==> src/pprc_pkg.sv <==
package pprc_pkg;

  // ----------------------------------------------------------------------
  // Register pointers and keys
  // ----------------------------------------------------------------------
  localparam logic [7:0]  PTR_POWER      = 8'h0B;
  localparam logic [7:0]  PTR_PULLDOWN   = 8'h0C;
  localparam logic [7:0]  PTR_CUR_OUT    = 8'h0E;
  localparam logic [7:0]  PTR_SOFT_RESET = 8'h0F;
  localparam logic [15:0] SOFT_RESET_KEY = 16'h0DAC;

  // ----------------------------------------------------------------------
  // Field positions
  // ----------------------------------------------------------------------
  localparam int PWR_GLOBAL_POWER_DOWN_BIT = 10;
  localparam int PWR_REF_EN_BIT = 9;
  localparam int PIN_COUNT      = 8;
  localparam int CUR_COUNT      = 4;

  // ----------------------------------------------------------------------
  // Types
  // ----------------------------------------------------------------------
  typedef enum logic [2:0] {
    ST_IDLE = 3'b000,
    ST_ADDR = 3'b001,
    ST_PTR  = 3'b011,
    ST_MSB  = 3'b010,
    ST_LSB  = 3'b110,
    ST_READ = 3'b111
  } pprc_state_t;

  typedef struct packed {
    logic [7:0] weak_pulldown_select;
    logic [3:0] current_output_enable;
    logic       global_power_down;
    logic       ref_enable;
    logic [7:0] dac_channel_sleep;
  } pprc_regs_t;

  typedef struct packed {
    logic [7:0] pin_pulldown;
    logic [3:0] cur_out_on;
    logic [7:0] volt_out_on;
    logic [7:0] dac_power_on;
    logic [7:0] range2x_on;
    logic       ref_power_on;
    logic       adc_power_on;
  } pprc_power_t;

  // ----------------------------------------------------------------------
  // Reset values
  // ----------------------------------------------------------------------
  localparam pprc_regs_t REGS_RST = '{
    weak_pulldown_select:  8'hFF,
    current_output_enable: 4'h0,
    global_power_down:     1'b0,
    ref_enable:            1'b0,
    dac_channel_sleep:     8'h00
  };

  localparam pprc_power_t POWER_RST = '{
    pin_pulldown: 8'hFF,
    default:      '0
  };

endpackage : pprc_pkg

==> src/pprc_i2c_byte.sv <==
module pprc_i2c_byte
  import pprc_pkg::*;
(
  input  wire logic       clk_sys,     // System clock.
  input  wire logic       rst_n,       // Synchronised reset, active low.
  input  wire logic       scl_in,      // Serial clock level.
  input  wire logic       sda_in,      // Serial data level.
  input  wire logic       ack_en,      // Acknowledge the byte just taken.
  input  wire logic       tx_next,     // Send a byte after this ack slot.
  input  wire logic [7:0] tx_byte,     // Byte to send next.
  output logic            sda_oe,      // High while pulling data low.
  output logic            start_pulse, // Start or repeated start seen.
  output logic            stop_pulse,  // Stop seen.
  output logic            rx_valid,    // One cycle: rx_byte is new.
  output logic [7:0]      rx_byte,     // Last received byte.
  output logic            tx_load      // One cycle: tx_byte was taken.
);

  // ----------------------------------------------------------------------
  // Line edges and bus conditions
  // ----------------------------------------------------------------------
  logic scl_q;
  logic sda_q;
  logic active_reg;
  logic in_ack_reg;
  logic ack_drive_reg;
  logic tx_mode_reg;
  logic mnack_reg;
  logic [3:0] bit_cnt_reg;
  logic [7:0] rx_sr_reg;
  logic [7:0] tx_sr_reg;

  // Previous line levels, used only for edge detection.
  always_ff @(posedge clk_sys or negedge rst_n) begin
    if (!rst_n) begin
      scl_q <= 1'b1;
      sda_q <= 1'b1;
    end else begin
      scl_q <= scl_in;
      sda_q <= sda_in;
    end
  end

  // Data changing while the clock is high marks start and stop.
  wire scl_rise = scl_in & ~scl_q;
  wire scl_fall = ~scl_in & scl_q;
  assign start_pulse = scl_in & scl_q & sda_q & ~sda_in;
  assign stop_pulse  = scl_in & scl_q & ~sda_q & sda_in;

  // ----------------------------------------------------------------------
  // Bit engine
  // ----------------------------------------------------------------------
  // Bits are taken on clock rise and driven after clock fall, so the clock
  // phases must each last a few system cycles.
  always_ff @(posedge clk_sys or negedge rst_n) begin
    if (!rst_n) begin
      active_reg    <= 1'b0;
      in_ack_reg    <= 1'b0;
      ack_drive_reg <= 1'b0;
      tx_mode_reg   <= 1'b0;
      mnack_reg     <= 1'b1;
      bit_cnt_reg   <= 4'h0;
      rx_sr_reg     <= 8'h00;
      tx_sr_reg     <= 8'hFF;
      rx_byte       <= 8'h00;
      rx_valid      <= 1'b0;
      tx_load       <= 1'b0;
    end else begin
      rx_valid <= 1'b0;
      tx_load  <= 1'b0;
      if (start_pulse) begin
        active_reg    <= 1'b1;
        bit_cnt_reg   <= 4'h0;
        in_ack_reg    <= 1'b0;
        ack_drive_reg <= 1'b0;
        tx_mode_reg   <= 1'b0;
      end else if (stop_pulse) begin
        active_reg    <= 1'b0;
        in_ack_reg    <= 1'b0;
        ack_drive_reg <= 1'b0;
        tx_mode_reg   <= 1'b0;
      end else if (active_reg && scl_rise) begin
        if (in_ack_reg) begin
          mnack_reg <= sda_in;
        end else begin
          rx_sr_reg   <= {rx_sr_reg[6:0], sda_in};
          bit_cnt_reg <= bit_cnt_reg + 4'h1;
          if (bit_cnt_reg == 4'h7) begin
            rx_valid <= ~tx_mode_reg;
            rx_byte  <= {rx_sr_reg[6:0], sda_in};
          end
        end
      end else if (active_reg && scl_fall) begin
        if (in_ack_reg) begin
          in_ack_reg    <= 1'b0;
          ack_drive_reg <= 1'b0;
          bit_cnt_reg   <= 4'h0;
          // A master nack ends a read; the device then lets go.
          if (tx_next && (!tx_mode_reg || !mnack_reg)) begin
            tx_mode_reg <= 1'b1;
            tx_sr_reg   <= tx_byte;
            tx_load     <= 1'b1;
          end else begin
            tx_mode_reg <= 1'b0;
          end
        end else if (bit_cnt_reg == 4'h8) begin
          in_ack_reg    <= 1'b1;
          ack_drive_reg <= ~tx_mode_reg & ack_en;
        end else if (tx_mode_reg) begin
          tx_sr_reg <= {tx_sr_reg[6:0], 1'b0};
        end
      end
    end
  end

  // Open drain: only ever pull low.
  assign sda_oe = active_reg &
                  (ack_drive_reg | (tx_mode_reg & ~in_ack_reg & ~tx_sr_reg[7]));

endmodule : pprc_i2c_byte

==> src/pprc_power_map.sv <==
module pprc_power_map
  import pprc_pkg::*;
(
  input  wire logic       clk_sys,     // System clock.
  input  wire logic       rst_n,       // Synchronised reset, active low.
  input  wire pprc_regs_t regs,        // Current register contents.
  input  wire logic [7:0] dac_config,  // Pins configured as DAC outputs.
  input  wire logic [7:0] range2x_req, // Doubled range asked per pin.
  input  wire logic       adc_busy,    // An ADC operation is running.
  output pprc_power_t     power        // Registered pin and power controls.
);

  // ----------------------------------------------------------------------
  // Pin and power decode
  // ----------------------------------------------------------------------
  pprc_power_t power_next;
  logic [7:0]  cur_wide;
  logic [7:0]  pin_free;
  logic        awake;

  // Current outputs win over voltage outputs on the shared pins.
  always_comb begin
    cur_wide = {4'h0, regs.current_output_enable};
    pin_free = ~regs.weak_pulldown_select;
    awake    = ~regs.global_power_down;
    power_next.pin_pulldown = regs.weak_pulldown_select;
    power_next.cur_out_on   = regs.current_output_enable &
                              pin_free[3:0] & {4{awake}};
    power_next.dac_power_on = dac_config & ~regs.dac_channel_sleep &
                              {8{awake}};
    power_next.volt_out_on  = power_next.dac_power_on & pin_free &
                              ~cur_wide;
    power_next.range2x_on   = range2x_req &
                              power_next.volt_out_on;
    power_next.ref_power_on = regs.ref_enable & awake;
    power_next.adc_power_on = adc_busy & awake;
  end

  // Registered so the analog controls never see decode glitches.
  always_ff @(posedge clk_sys or negedge rst_n) begin
    if (!rst_n) begin
      power <= POWER_RST;
    end else begin
      power <= power_next;
    end
  end

endmodule : pprc_power_map

==> src/pprc_top.sv <==
// What this block does
// - Pull-down bits tie pins weakly low, default ones.
// - Current-output enables at 0xE, bits 0 to 3.
// - Current output enabled disables that voltage output.
// - Doubled range ignored on current-output channels.
// - ADC powered only while an operation runs.
// - Key 0x0DAC at pointer 0x0F resets registers.
// - Soft reset restores weak pull-down on pins.
// - Global power-down stops reference, DACs and ADC.
// - Reference enable powers reference and its buffer.
// - Sleep bit powers down a DAC-configured channel.
module pprc_top
  import pprc_pkg::*;
#(
  parameter logic [6:0] DEV_ADDR = 7'h48 // Bus address, arbitrary default.
) (
  input  wire logic   clk_sys,          // System clock, 200 MHz.
  input  wire logic   resetn,           // Asynchronous reset, active low.
  input  wire logic   scl_in,           // Serial clock pin level.
  input  wire logic   sda_in,           // Serial data pin level.
  output logic        sda_out,          // Serial data drive value.
  output logic        sda_oe,           // Serial data drive enable.
  input  wire logic [7:0] dac_config,   // Pins configured as DAC outputs.
  input  wire logic [7:0] range2x_req,  // Doubled range asked per pin.
  input  wire logic   adc_busy,         // ADC operation in progress.
  output pprc_power_t power,            // Pin and power controls.
  output logic        soft_reset_pulse  // One cycle on keyed reset.
);

  // ----------------------------------------------------------------------
  // Elaboration checks
  // ----------------------------------------------------------------------
  // Addresses 0x00-0x07 and 0x78-0x7F are reserved by the bus itself.
  if ((DEV_ADDR < 7'h08) || (DEV_ADDR > 7'h77)) begin : g_bad_addr
    $error("DEV_ADDR falls in a reserved bus address range.");
  end

  // ----------------------------------------------------------------------
  // Reset release
  // ----------------------------------------------------------------------
  logic rst_meta_reg;
  logic rst_n;

  // Two flops so the release never lands near a clock edge.
  always_ff @(posedge clk_sys or negedge resetn) begin
    if (!resetn) begin
      rst_meta_reg <= 1'b0;
      rst_n        <= 1'b0;
    end else begin
      rst_meta_reg <= 1'b1;
      rst_n        <= rst_meta_reg;
    end
  end

  // ----------------------------------------------------------------------
  // Serial byte engine
  // ----------------------------------------------------------------------
  pprc_state_t state_reg;
  logic        start_pulse;
  logic        stop_pulse;
  logic        rx_valid;
  logic [7:0]  rx_byte;
  logic        tx_load;
  logic [7:0]  tx_byte;
  logic        ack_en;
  logic        tx_next;

  // A mismatched address byte sends the state back to IDLE, which suppresses the ack.
  assign ack_en  = (state_reg != ST_IDLE);
  assign tx_next = (state_reg == ST_READ);
  assign sda_out = 1'b0;

  pprc_i2c_byte u_byte (
    .clk_sys     (clk_sys),
    .rst_n       (rst_n),
    .scl_in      (scl_in),
    .sda_in      (sda_in),
    .ack_en      (ack_en),
    .tx_next     (tx_next),
    .tx_byte     (tx_byte),
    .sda_oe      (sda_oe),
    .start_pulse (start_pulse),
    .stop_pulse  (stop_pulse),
    .rx_valid    (rx_valid),
    .rx_byte     (rx_byte),
    .tx_load     (tx_load)
  );

  // ----------------------------------------------------------------------
  // Transfer sequencing
  // ----------------------------------------------------------------------
  logic [7:0] ptr_reg;
  logic [7:0] msb_reg;
  logic       rd_lsb_reg;

  // Address, pointer, then data byte pairs until stop.
  always_ff @(posedge clk_sys or negedge rst_n) begin
    if (!rst_n) begin
      state_reg <= ST_IDLE;
    end else if (start_pulse) begin
      state_reg <= ST_ADDR;
    end else if (stop_pulse) begin
      state_reg <= ST_IDLE;
    end else if (rx_valid) begin
      case (state_reg)
        ST_ADDR: begin
          if (rx_byte[7:1] != DEV_ADDR) begin
            state_reg <= ST_IDLE;
          end else if (rx_byte[0]) begin
            state_reg <= ST_READ;
          end else begin
            state_reg <= ST_PTR;
          end
        end
        ST_PTR:  state_reg <= ST_MSB;
        ST_MSB:  state_reg <= ST_LSB;
        ST_LSB:  state_reg <= ST_MSB;
        ST_READ: state_reg <= ST_READ;
        ST_IDLE: state_reg <= ST_IDLE;
        default: state_reg <= ST_IDLE;
      endcase
    end
  end

  // Pointer and high data byte captured as they arrive.
  always_ff @(posedge clk_sys or negedge rst_n) begin
    if (!rst_n) begin
      ptr_reg <= 8'h00;
      msb_reg <= 8'h00;
    end else if (rx_valid && (state_reg == ST_PTR)) begin
      ptr_reg <= rx_byte;
    end else if (rx_valid && (state_reg == ST_MSB)) begin
      msb_reg <= rx_byte;
    end
  end

  // Reads give the high byte first, then alternate.
  always_ff @(posedge clk_sys or negedge rst_n) begin
    if (!rst_n) begin
      rd_lsb_reg <= 1'b0;
    end else if (start_pulse) begin
      rd_lsb_reg <= 1'b0;
    end else if (tx_load) begin
      rd_lsb_reg <= ~rd_lsb_reg;
    end
  end

  // ----------------------------------------------------------------------
  // Register file
  // ----------------------------------------------------------------------
  pprc_regs_t  regs_reg;
  logic        wr_pulse;
  logic [15:0] wr_word;
  logic        key_hit;
  logic        key_miss;
  logic [15:0] rd_word;

  assign wr_pulse = rx_valid && (state_reg == ST_LSB);
  assign wr_word  = {msb_reg, rx_byte};
  assign key_hit  = wr_pulse && (ptr_reg == PTR_SOFT_RESET) &&
                    (wr_word == SOFT_RESET_KEY);
  assign key_miss = wr_pulse && (ptr_reg == PTR_SOFT_RESET) &&
                    (wr_word != SOFT_RESET_KEY);

  // Reserved bits are dropped on write, so careless hosts cannot set them.
  always_ff @(posedge clk_sys or negedge rst_n) begin
    if (!rst_n) begin
      regs_reg <= REGS_RST;
    end else if (key_hit) begin
      regs_reg <= REGS_RST;
    end else if (wr_pulse) begin
      case (ptr_reg)
        PTR_PULLDOWN: begin
          regs_reg.weak_pulldown_select <= wr_word[7:0];
        end
        PTR_CUR_OUT: begin
          regs_reg.current_output_enable <= wr_word[3:0];
        end
        PTR_POWER: begin
          regs_reg.global_power_down <= wr_word[PWR_GLOBAL_POWER_DOWN_BIT];
          regs_reg.ref_enable        <= wr_word[PWR_REF_EN_BIT];
          regs_reg.dac_channel_sleep <= wr_word[7:0];
        end
        default: begin
          regs_reg <= regs_reg;
        end
      endcase
    end
  end

  // Other blocks of the device return to defaults on this pulse too.
  always_ff @(posedge clk_sys or negedge rst_n) begin
    if (!rst_n) begin
      soft_reset_pulse <= 1'b0;
    end else begin
      soft_reset_pulse <= key_hit;
    end
  end

  // Reserved and write-only locations read as zero.
  always_comb begin
    rd_word = 16'h0000;
    case (ptr_reg)
      PTR_PULLDOWN: rd_word[7:0] = regs_reg.weak_pulldown_select;
      PTR_CUR_OUT:  rd_word[3:0] = regs_reg.current_output_enable;
      PTR_POWER: begin
        rd_word[PWR_GLOBAL_POWER_DOWN_BIT] = regs_reg.global_power_down;
        rd_word[PWR_REF_EN_BIT] = regs_reg.ref_enable;
        rd_word[7:0]            = regs_reg.dac_channel_sleep;
      end
      default:      rd_word = 16'h0000;
    endcase
  end

  assign tx_byte = rd_lsb_reg ? rd_word[7:0] : rd_word[15:8];

  // ----------------------------------------------------------------------
  // Pin and power outputs
  // ----------------------------------------------------------------------
  pprc_power_map u_map (
    .clk_sys     (clk_sys),
    .rst_n       (rst_n),
    .regs        (regs_reg),
    .dac_config  (dac_config),
    .range2x_req (range2x_req),
    .adc_busy    (adc_busy),
    .power       (power)
  );
endmodule : pprc_top
==> config.mk <==
export PLATFORM = sky130hd
export DESIGN_NAME = pprc_top
export DESIGN_NICKNAME = d
export VERILOG_FILES = /design/src/pprc_pkg.sv /design/src/pprc_i2c_byte.sv /design/src/pprc_power_map.sv /design/src/pprc_top.sv
export SDC_FILE = /design/constraint.sdc
export NUM_CORES = 1
export LEC_CHECK = 0
export BUFFER_PORTS_ARGS = -buffer_cell sky130_fd_sc_hd__buf_2
export CAP_MARGIN = 10
export CORE_ASPECT_RATIO = 1.5
export CORE_MARGIN = 10
export CORE_UTILIZATION = 25
export CTS_CLUSTER_SIZE = 20
export DETAILED_ROUTE_END_ITERATION = 10
export PLACE_DENSITY = 0.41
export SLEW_MARGIN = 10
export SYNTH_ARGS = -nofsm -noshare
export SYNTH_HDL_FRONTEND = slang
export SYNTH_SLANG_ARGS = --single-unit
==> constraint.sdc <==
create_clock -name clk_sys -period 4.1 [get_ports clk_sys]
set_input_delay 0.205 -clock clk_sys [delete_from_list [all_inputs] [get_ports clk_sys]]
set_output_delay 0.205 -clock clk_sys [all_outputs]
set_load 0.02 [all_outputs]
== Word level (Yosys, flattened, before mapping) ==
Cells that the tools add are included.

* Word-level logic and storage cells: 183
* Flip-flop bits (word level): 119
* Bits of input ports: 21

* Bitwise operators: 37
* $add $sub $neg: 1
* Equality and inequality tests: 18
* Reduce and logical (&&, ||, !) cells: 38
* Muxes and demuxes: 57

{| class="wikitable"
|+ Operator list
! cell !! number
|-
| $mux 8 || 6
|-
| $mux 22 || 2
|-
| $and 8x8->8 || 5
|-
| $eq 8x4->1 const B || 4
|-
| $mux 1 || 32
|-
| $mux 4 || 7
|-
| $reduce_bool 3->1 || 6
|-
| $eq 16x12->1 const B || 1
|-
| $not 8->8 || 2
|-
| $mux 3 || 5
|-
| $reduce_bool 2->1 || 7
|-
| $and 1x1->1 || 13
|-
| $not 1->1 || 13
|-
| $pmux 3 s4 || 1
|-
| $pmux 4 s3 || 1
|-
| $reduce_and 4->1 || 3
|-
| $mux 10 || 1
|-
| $reduce_and 2->1 || 5
|-
| $and 4x4->4 || 2
|-
| $logic_and 1x1->1 || 8
|-
| $not 4->8 || 1
|-
| $pmux 4 s2 || 1
|-
| $ne 7x7->1 const B || 1
|-
| $reduce_and 7->1 || 1
|-
| other kinds (17) || 23
|}

== Logic depth before layout (Yosys ltp) ==
* Word-level depth: 9
* Depth in mapped cells: 7

== By module ==
From an unflattened synthesis, not the netlist that was laid out.

* Cells, all modules: 413
* Area total of the unflattened synthesis: 5,143.7 um^2

{| class="wikitable"
|+ By module, submodules not included
! module !! cells each !! seq. area each (um^2) !! instances !! area each (um^2)
|-
| pprc_top || 210 || 1,136.1 || 1 || 2,273.4
|-
| pprc_i2c_byte || 123 || 914.6 || 1 || 1,621.6
|-
| pprc_power_map || 80 || 960.9 || 1 || 1,248.7
|}

== Least setup slack after synthesis ==
OpenSTA, ideal clock, no wires.

* Path type: reg-to-reg
* Start point: reg ptr_reg[5]
* End point: reg regs_reg[0] (netlist name)
* Data arrival time: 1.807 ns
* Path buffers: 0
* Path slack: 2.168 ns
* Required time: 3.975 ns
* Cell stages (with the launch flop): 5
* Period minus slack after synthesis: 1.932 ns
* Library setup time: 0.125 ns
* Cell sequence: dfrtp_1 nor4_4 nand4_4 o31ai_4 mux2_2

* Word-level cells in the longest chain between the ends: 5

{| class="wikitable"
|+ Ends and longest elaborated chain
! what !! RTL line !! source
|-
| from (decl) || pprc_top.sv:92 || <nowiki>logic [7:0] ptr_reg;</nowiki>
|-
| from (signal assigned) || pprc_top.sv:131 || <nowiki>ptr_reg <= rx_byte;</nowiki>
|-
| $eq 8x4->1 || n/a ||
|-
| $logic_and 1x1->1 || n/a ||
|-
| $logic_and 1x1->1 || pprc_top.sv:160 || <nowiki>assign key_hit = wr_pulse && (ptr_reg == PTR_SOFT_RESET) &&</nowiki>
|-
| $reduce_bool 2->1 (no source line) || n/a ||
|-
| $reduce_and 2->1 (no source line) || n/a ||
|-
| to (signal assigned) || pprc_top.sv:185 || <nowiki>regs_reg <= regs_reg;</nowiki>
|-
| to (decl) || pprc_top.sv:151 || <nowiki>pprc_regs_t regs_reg;</nowiki>
|}

Several ways; a longest one is shown, not always the timed one.
A chain may end at the register's enable or synchronous reset.

== Worst setup path after layout ==
* Start point: reg ptr_reg[0]
* End point: reg regs_reg[21] (netlist name)

Same word-level chain as after synthesis.

==> key figures <==
Outcome
  • Status: completed

Detailed routing
  • Number of vias per cell: 4.60
  • First-pass DRT Iterations: 4
  • Antenna-violating nets left: 0
  • Drt wl/cell: 17.5 um
  • DRT iter0 DRCs: 179
  • Final wirelength: 13000 um
  • Via count: 3431
  • # DRC: 0

Synth
  • Largest cells by area after synthesis: dfrtp_1 (46%), dfstp_2 (14%), mux2_2 (7.6%), nor3b_1 (2.7%), nor2_1 (1.9%)
  • Ys Warns: 0
  • Top-area cell type share of the netlist area: 0.455
  • Post-synth ARST share: 1.00
  • Largest family of logic cells by synthesized area: simple AND/OR/NAND/NOR gates
  • Synth unique cells: 61
  • Sequential fraction of the synthesis area: 0.596
  • Synth Area in Compound Gates: 0.104
  • Syn Std Cell Area: 5060 um2
  • Main synth FF type: dfrtp_1
  • Post-Syn Area per Cell: 12.6 um2
  • Synth Area in XOR/XNOR: 0.00520
  • Yosys top cell by area: dfrtp_1
  • Post-synthesis mux area share: 0.0856
  • Synth Area in Simple Gates: 0.179
  • Net Count, Synth: 424
  • Post-synthesis register bit count: 119
  • Adder-cell share of the synthesized area: 0.00495
  • Syn Inst Count: 401
  • EDFF count, synth: 0

STA
  • Hold Vio Cnt, Final: 0
  • Least-Margin Pin Slew: 1.06 ns
  • Setup TNS: 0 ns
  • Worst clock skew: 0.00820 ns
  • Relative slew slack: 0.288
  • Max-slew violations: 0
  • Fmax: 0.449 GHz
  • RSZ-0062 raised after global routing: no
  • Final min period: 2.23 ns
  • Setup Viol. Count Final: 0
  • Final critical-path share of the clock period: 0.543
  • Worst Slack Setup Final: 1.87 ns

Setup path
  • Startpoint types: flip-flop
  • Crit path max fanout: 20
  • CP Data Required Time: 4.44 ns
  • Worst Setup End Kind: flip-flop
  • Critical Path AT: 2.56 ns
  • Setup Crit Path Kind: flip-flop to flip-flop

Pwr
  • Leak pwr: 2.84 nW
  • Combinational Power Share: 0.041
  • Max VDD drop: 0.265 mV
  • Sw frac: 0.236
  • PwrDens: 440 nW/um2
  • Share of total power in sequential cells: 0.450
  • Psw: 0.653 mW
  • Int Pwr: 2.11 mW
  • Clock share of power: 0.509

Cells and area
  • Layout cells sized above 1: 0.358
  • Nets: 496
  • Area delta synth->final: 24.3%
  • Largest register FFs: 38
  • Final core occ: 0.316
  • Diodes inserted: 0
  • FILL cells: 2024

Clock network
  • Worst-path clk slew: 0.05 ns
  • CTS tree: built
  • Root buf cell: clkbuf_16
  • H-tree Lvls: 4
  • CTS resizes: 0
  • Postcts setup bufs: 0
  • Later-pin clock latency in the skew report: 0.42 ns
  • Hold_buf cts: 10
  • Total CTS buffers: 17
  • # clock sinks: 119
  • Clk buf depth: 2

Floorplan
  • Core area: 19900 um2
  • Die height: 194 um
  • Die span in x: 136 um
  • DIE AREA: 26400 um2
  • Site Rows: 63
  • IO Pins: 62
  • Starting Density: 0.255

GRT
  • Grt ovf: 0
  • First-pass GRT wire length: 21100 um
  • Largest net degree at the start of global routing: 63
  • GRT Resource Usage Total: 0.103
  • Initial antenna violation count: 0
  • Vias in the first global route: 3718

Placed design
  • # port buffers: 60
  • DP Worst Slack: 1.86 ns
  • Gpl congestion: 0.780
  • HPWL Detailed: 9360 um

Worst hold path
  • Hold Path Class: input pin to flip-flop

Job
  • # Max-Cap Violations: 0
layout make-up:
type	instances	area [um2]	share of cell area
tap	260	325	0.0518
timing repair buffer	71	420	0.0669
sequential	119	3020	0.480
multi-input combinational	257	1930	0.307
inverter	7	26.3	0.00418
clock buffer	18	439	0.0699
clock inverter	14	129	0.0205
metrics by stage:
stage	hold WS [ns]	cells	cell area (um2)	power (mW)
after floorplan	-0.0906	401	5060	1.32
after global placement	-0.00961	704	5620	1.37
after detailed placement	-0.00516	704	5620	1.38
after CTS	0.00593	746	6280	2.82
after global routing	0.0161	746	6280	2.88
final	0.0196	746	6280	2.77
layout by cell type, fill, tap and decap left out, types with 3 or more instances in the layout:
cell type,netlist,routed
o21ai_0,16,16
mux2_2,34,34
o22a_1,5,5
o311ai_0,4,4
a21oi_1,7,7
nor2b_1,11,11
dfstp_2,27,27
and2_1,11,11
nor3b_1,18,18
dlygate4sd3_1,0,10
a22oi_1,7,7
xnor2_1,3,3
a22o_1,3,3
clkinvlp_4,0,6
mux2i_1,5,5
o22ai_1,5,5
o211ai_1,4,4
nor2_1,25,25
dfrtp_1,92,91
buf_2,1,60
nand3_1,6,6
nor3_1,8,8
clkinv_4,0,4
o41ai_1,3,3
clkbuf_16,0,17
and3b_1,5,5
nand2_1,24,24
and4b_1,6,6
nand4_1,3,3
inv_1,7,7
power groups by stage:
stage | Sequential, mW | Combinational [mW] | Clock [mW]
6_report | 1.25 | 0.112 | 1.41
3_3_place_gp | 1.27 | 0.106 | 0
3_5_place_dp | 1.27 | 0.108 | 0
2_1_floorplan | 1.28 | 0.0469 | 0
5_1_grt | 1.25 | 0.125 | 1.50
4_1_cts | 1.25 | 0.116 | 1.45
worst max-delay path, cell delays in order, from the launching register on:
cell,delay (ns)
dfrtp_1,0.58
nor3b_2,0.67
nand4_1,0.31
o31ai_4,0.20
mux2_2,0.38
logic make-up after synthesis:
logic type                 count (synthesis)
DFF                                      119
other                                      2
AOI/OAI and AO/OA                         71
buffers and inverters                     25
muxes                                     39
xor gates and xnor gates                   3
and+or+nand+nor                          140
adders and majority gates                  2
worst paths after layout:
kind | start | endpoint | slack (ns) | cells past startpoint
min reg2reg | rst_meta_reg | rst_n | 0.35 | 0
min in group asynchronous | resetn | rst_n | 0.11 | 2
max in group asynchronous | rst_n | u_byte.tx_sr_reg[3] | 2.83 | 1
max reg2reg | ptr_reg[0] | regs_reg[21] | 1.87 | 4
max | ptr_reg[0] | regs_reg[21] | 1.87 | 4
min | range2x_req[1] | u_map.power[3] | 0.02 | 2
routing by layer:
layer  up-vias  routed length, um  track usage
li1       1605                  -            -
met1      1734               5080        0.111
met2        79               7120        0.183
met3        13                601       0.0254
met4         0                247       0.0473
met5         -                  0            0
Yosys cell counts, types with 2 or more instances:
cell type and n:
o22ai_1 5, buf_4 3, inv_1 7, o311ai_0 4
nor2b_1 11, o2bb2ai_1 2, a22oi_1 7, nor2_1 25
o31ai_4 2, nand3b_1 2, and4b_2 2, o211ai_1 4
nand4_4 2, xnor2_1 3, dfstp_2 27, a211oi_1 2
and2_1 11, a211o_1 2, a221oi_1 2, dfrtp_1 92
nor3b_1 18, nor3b_2 2, nand4_1 3, and4b_1 6
a21oi_1 7, ha_1 2, a22o_1 3, o41ai_1 3
conb_1 2, buf_6 2, nor4_1 2, o22a_1 5
nand2_1 24, nand3_1 6, o21ai_0 16, clkbuf_1 11
nor3_1 8, and3b_1 5, mux2_2 34, and4_2 2
mux2i_1 5
Note: power is estimated with default switching activity, not from simulation.
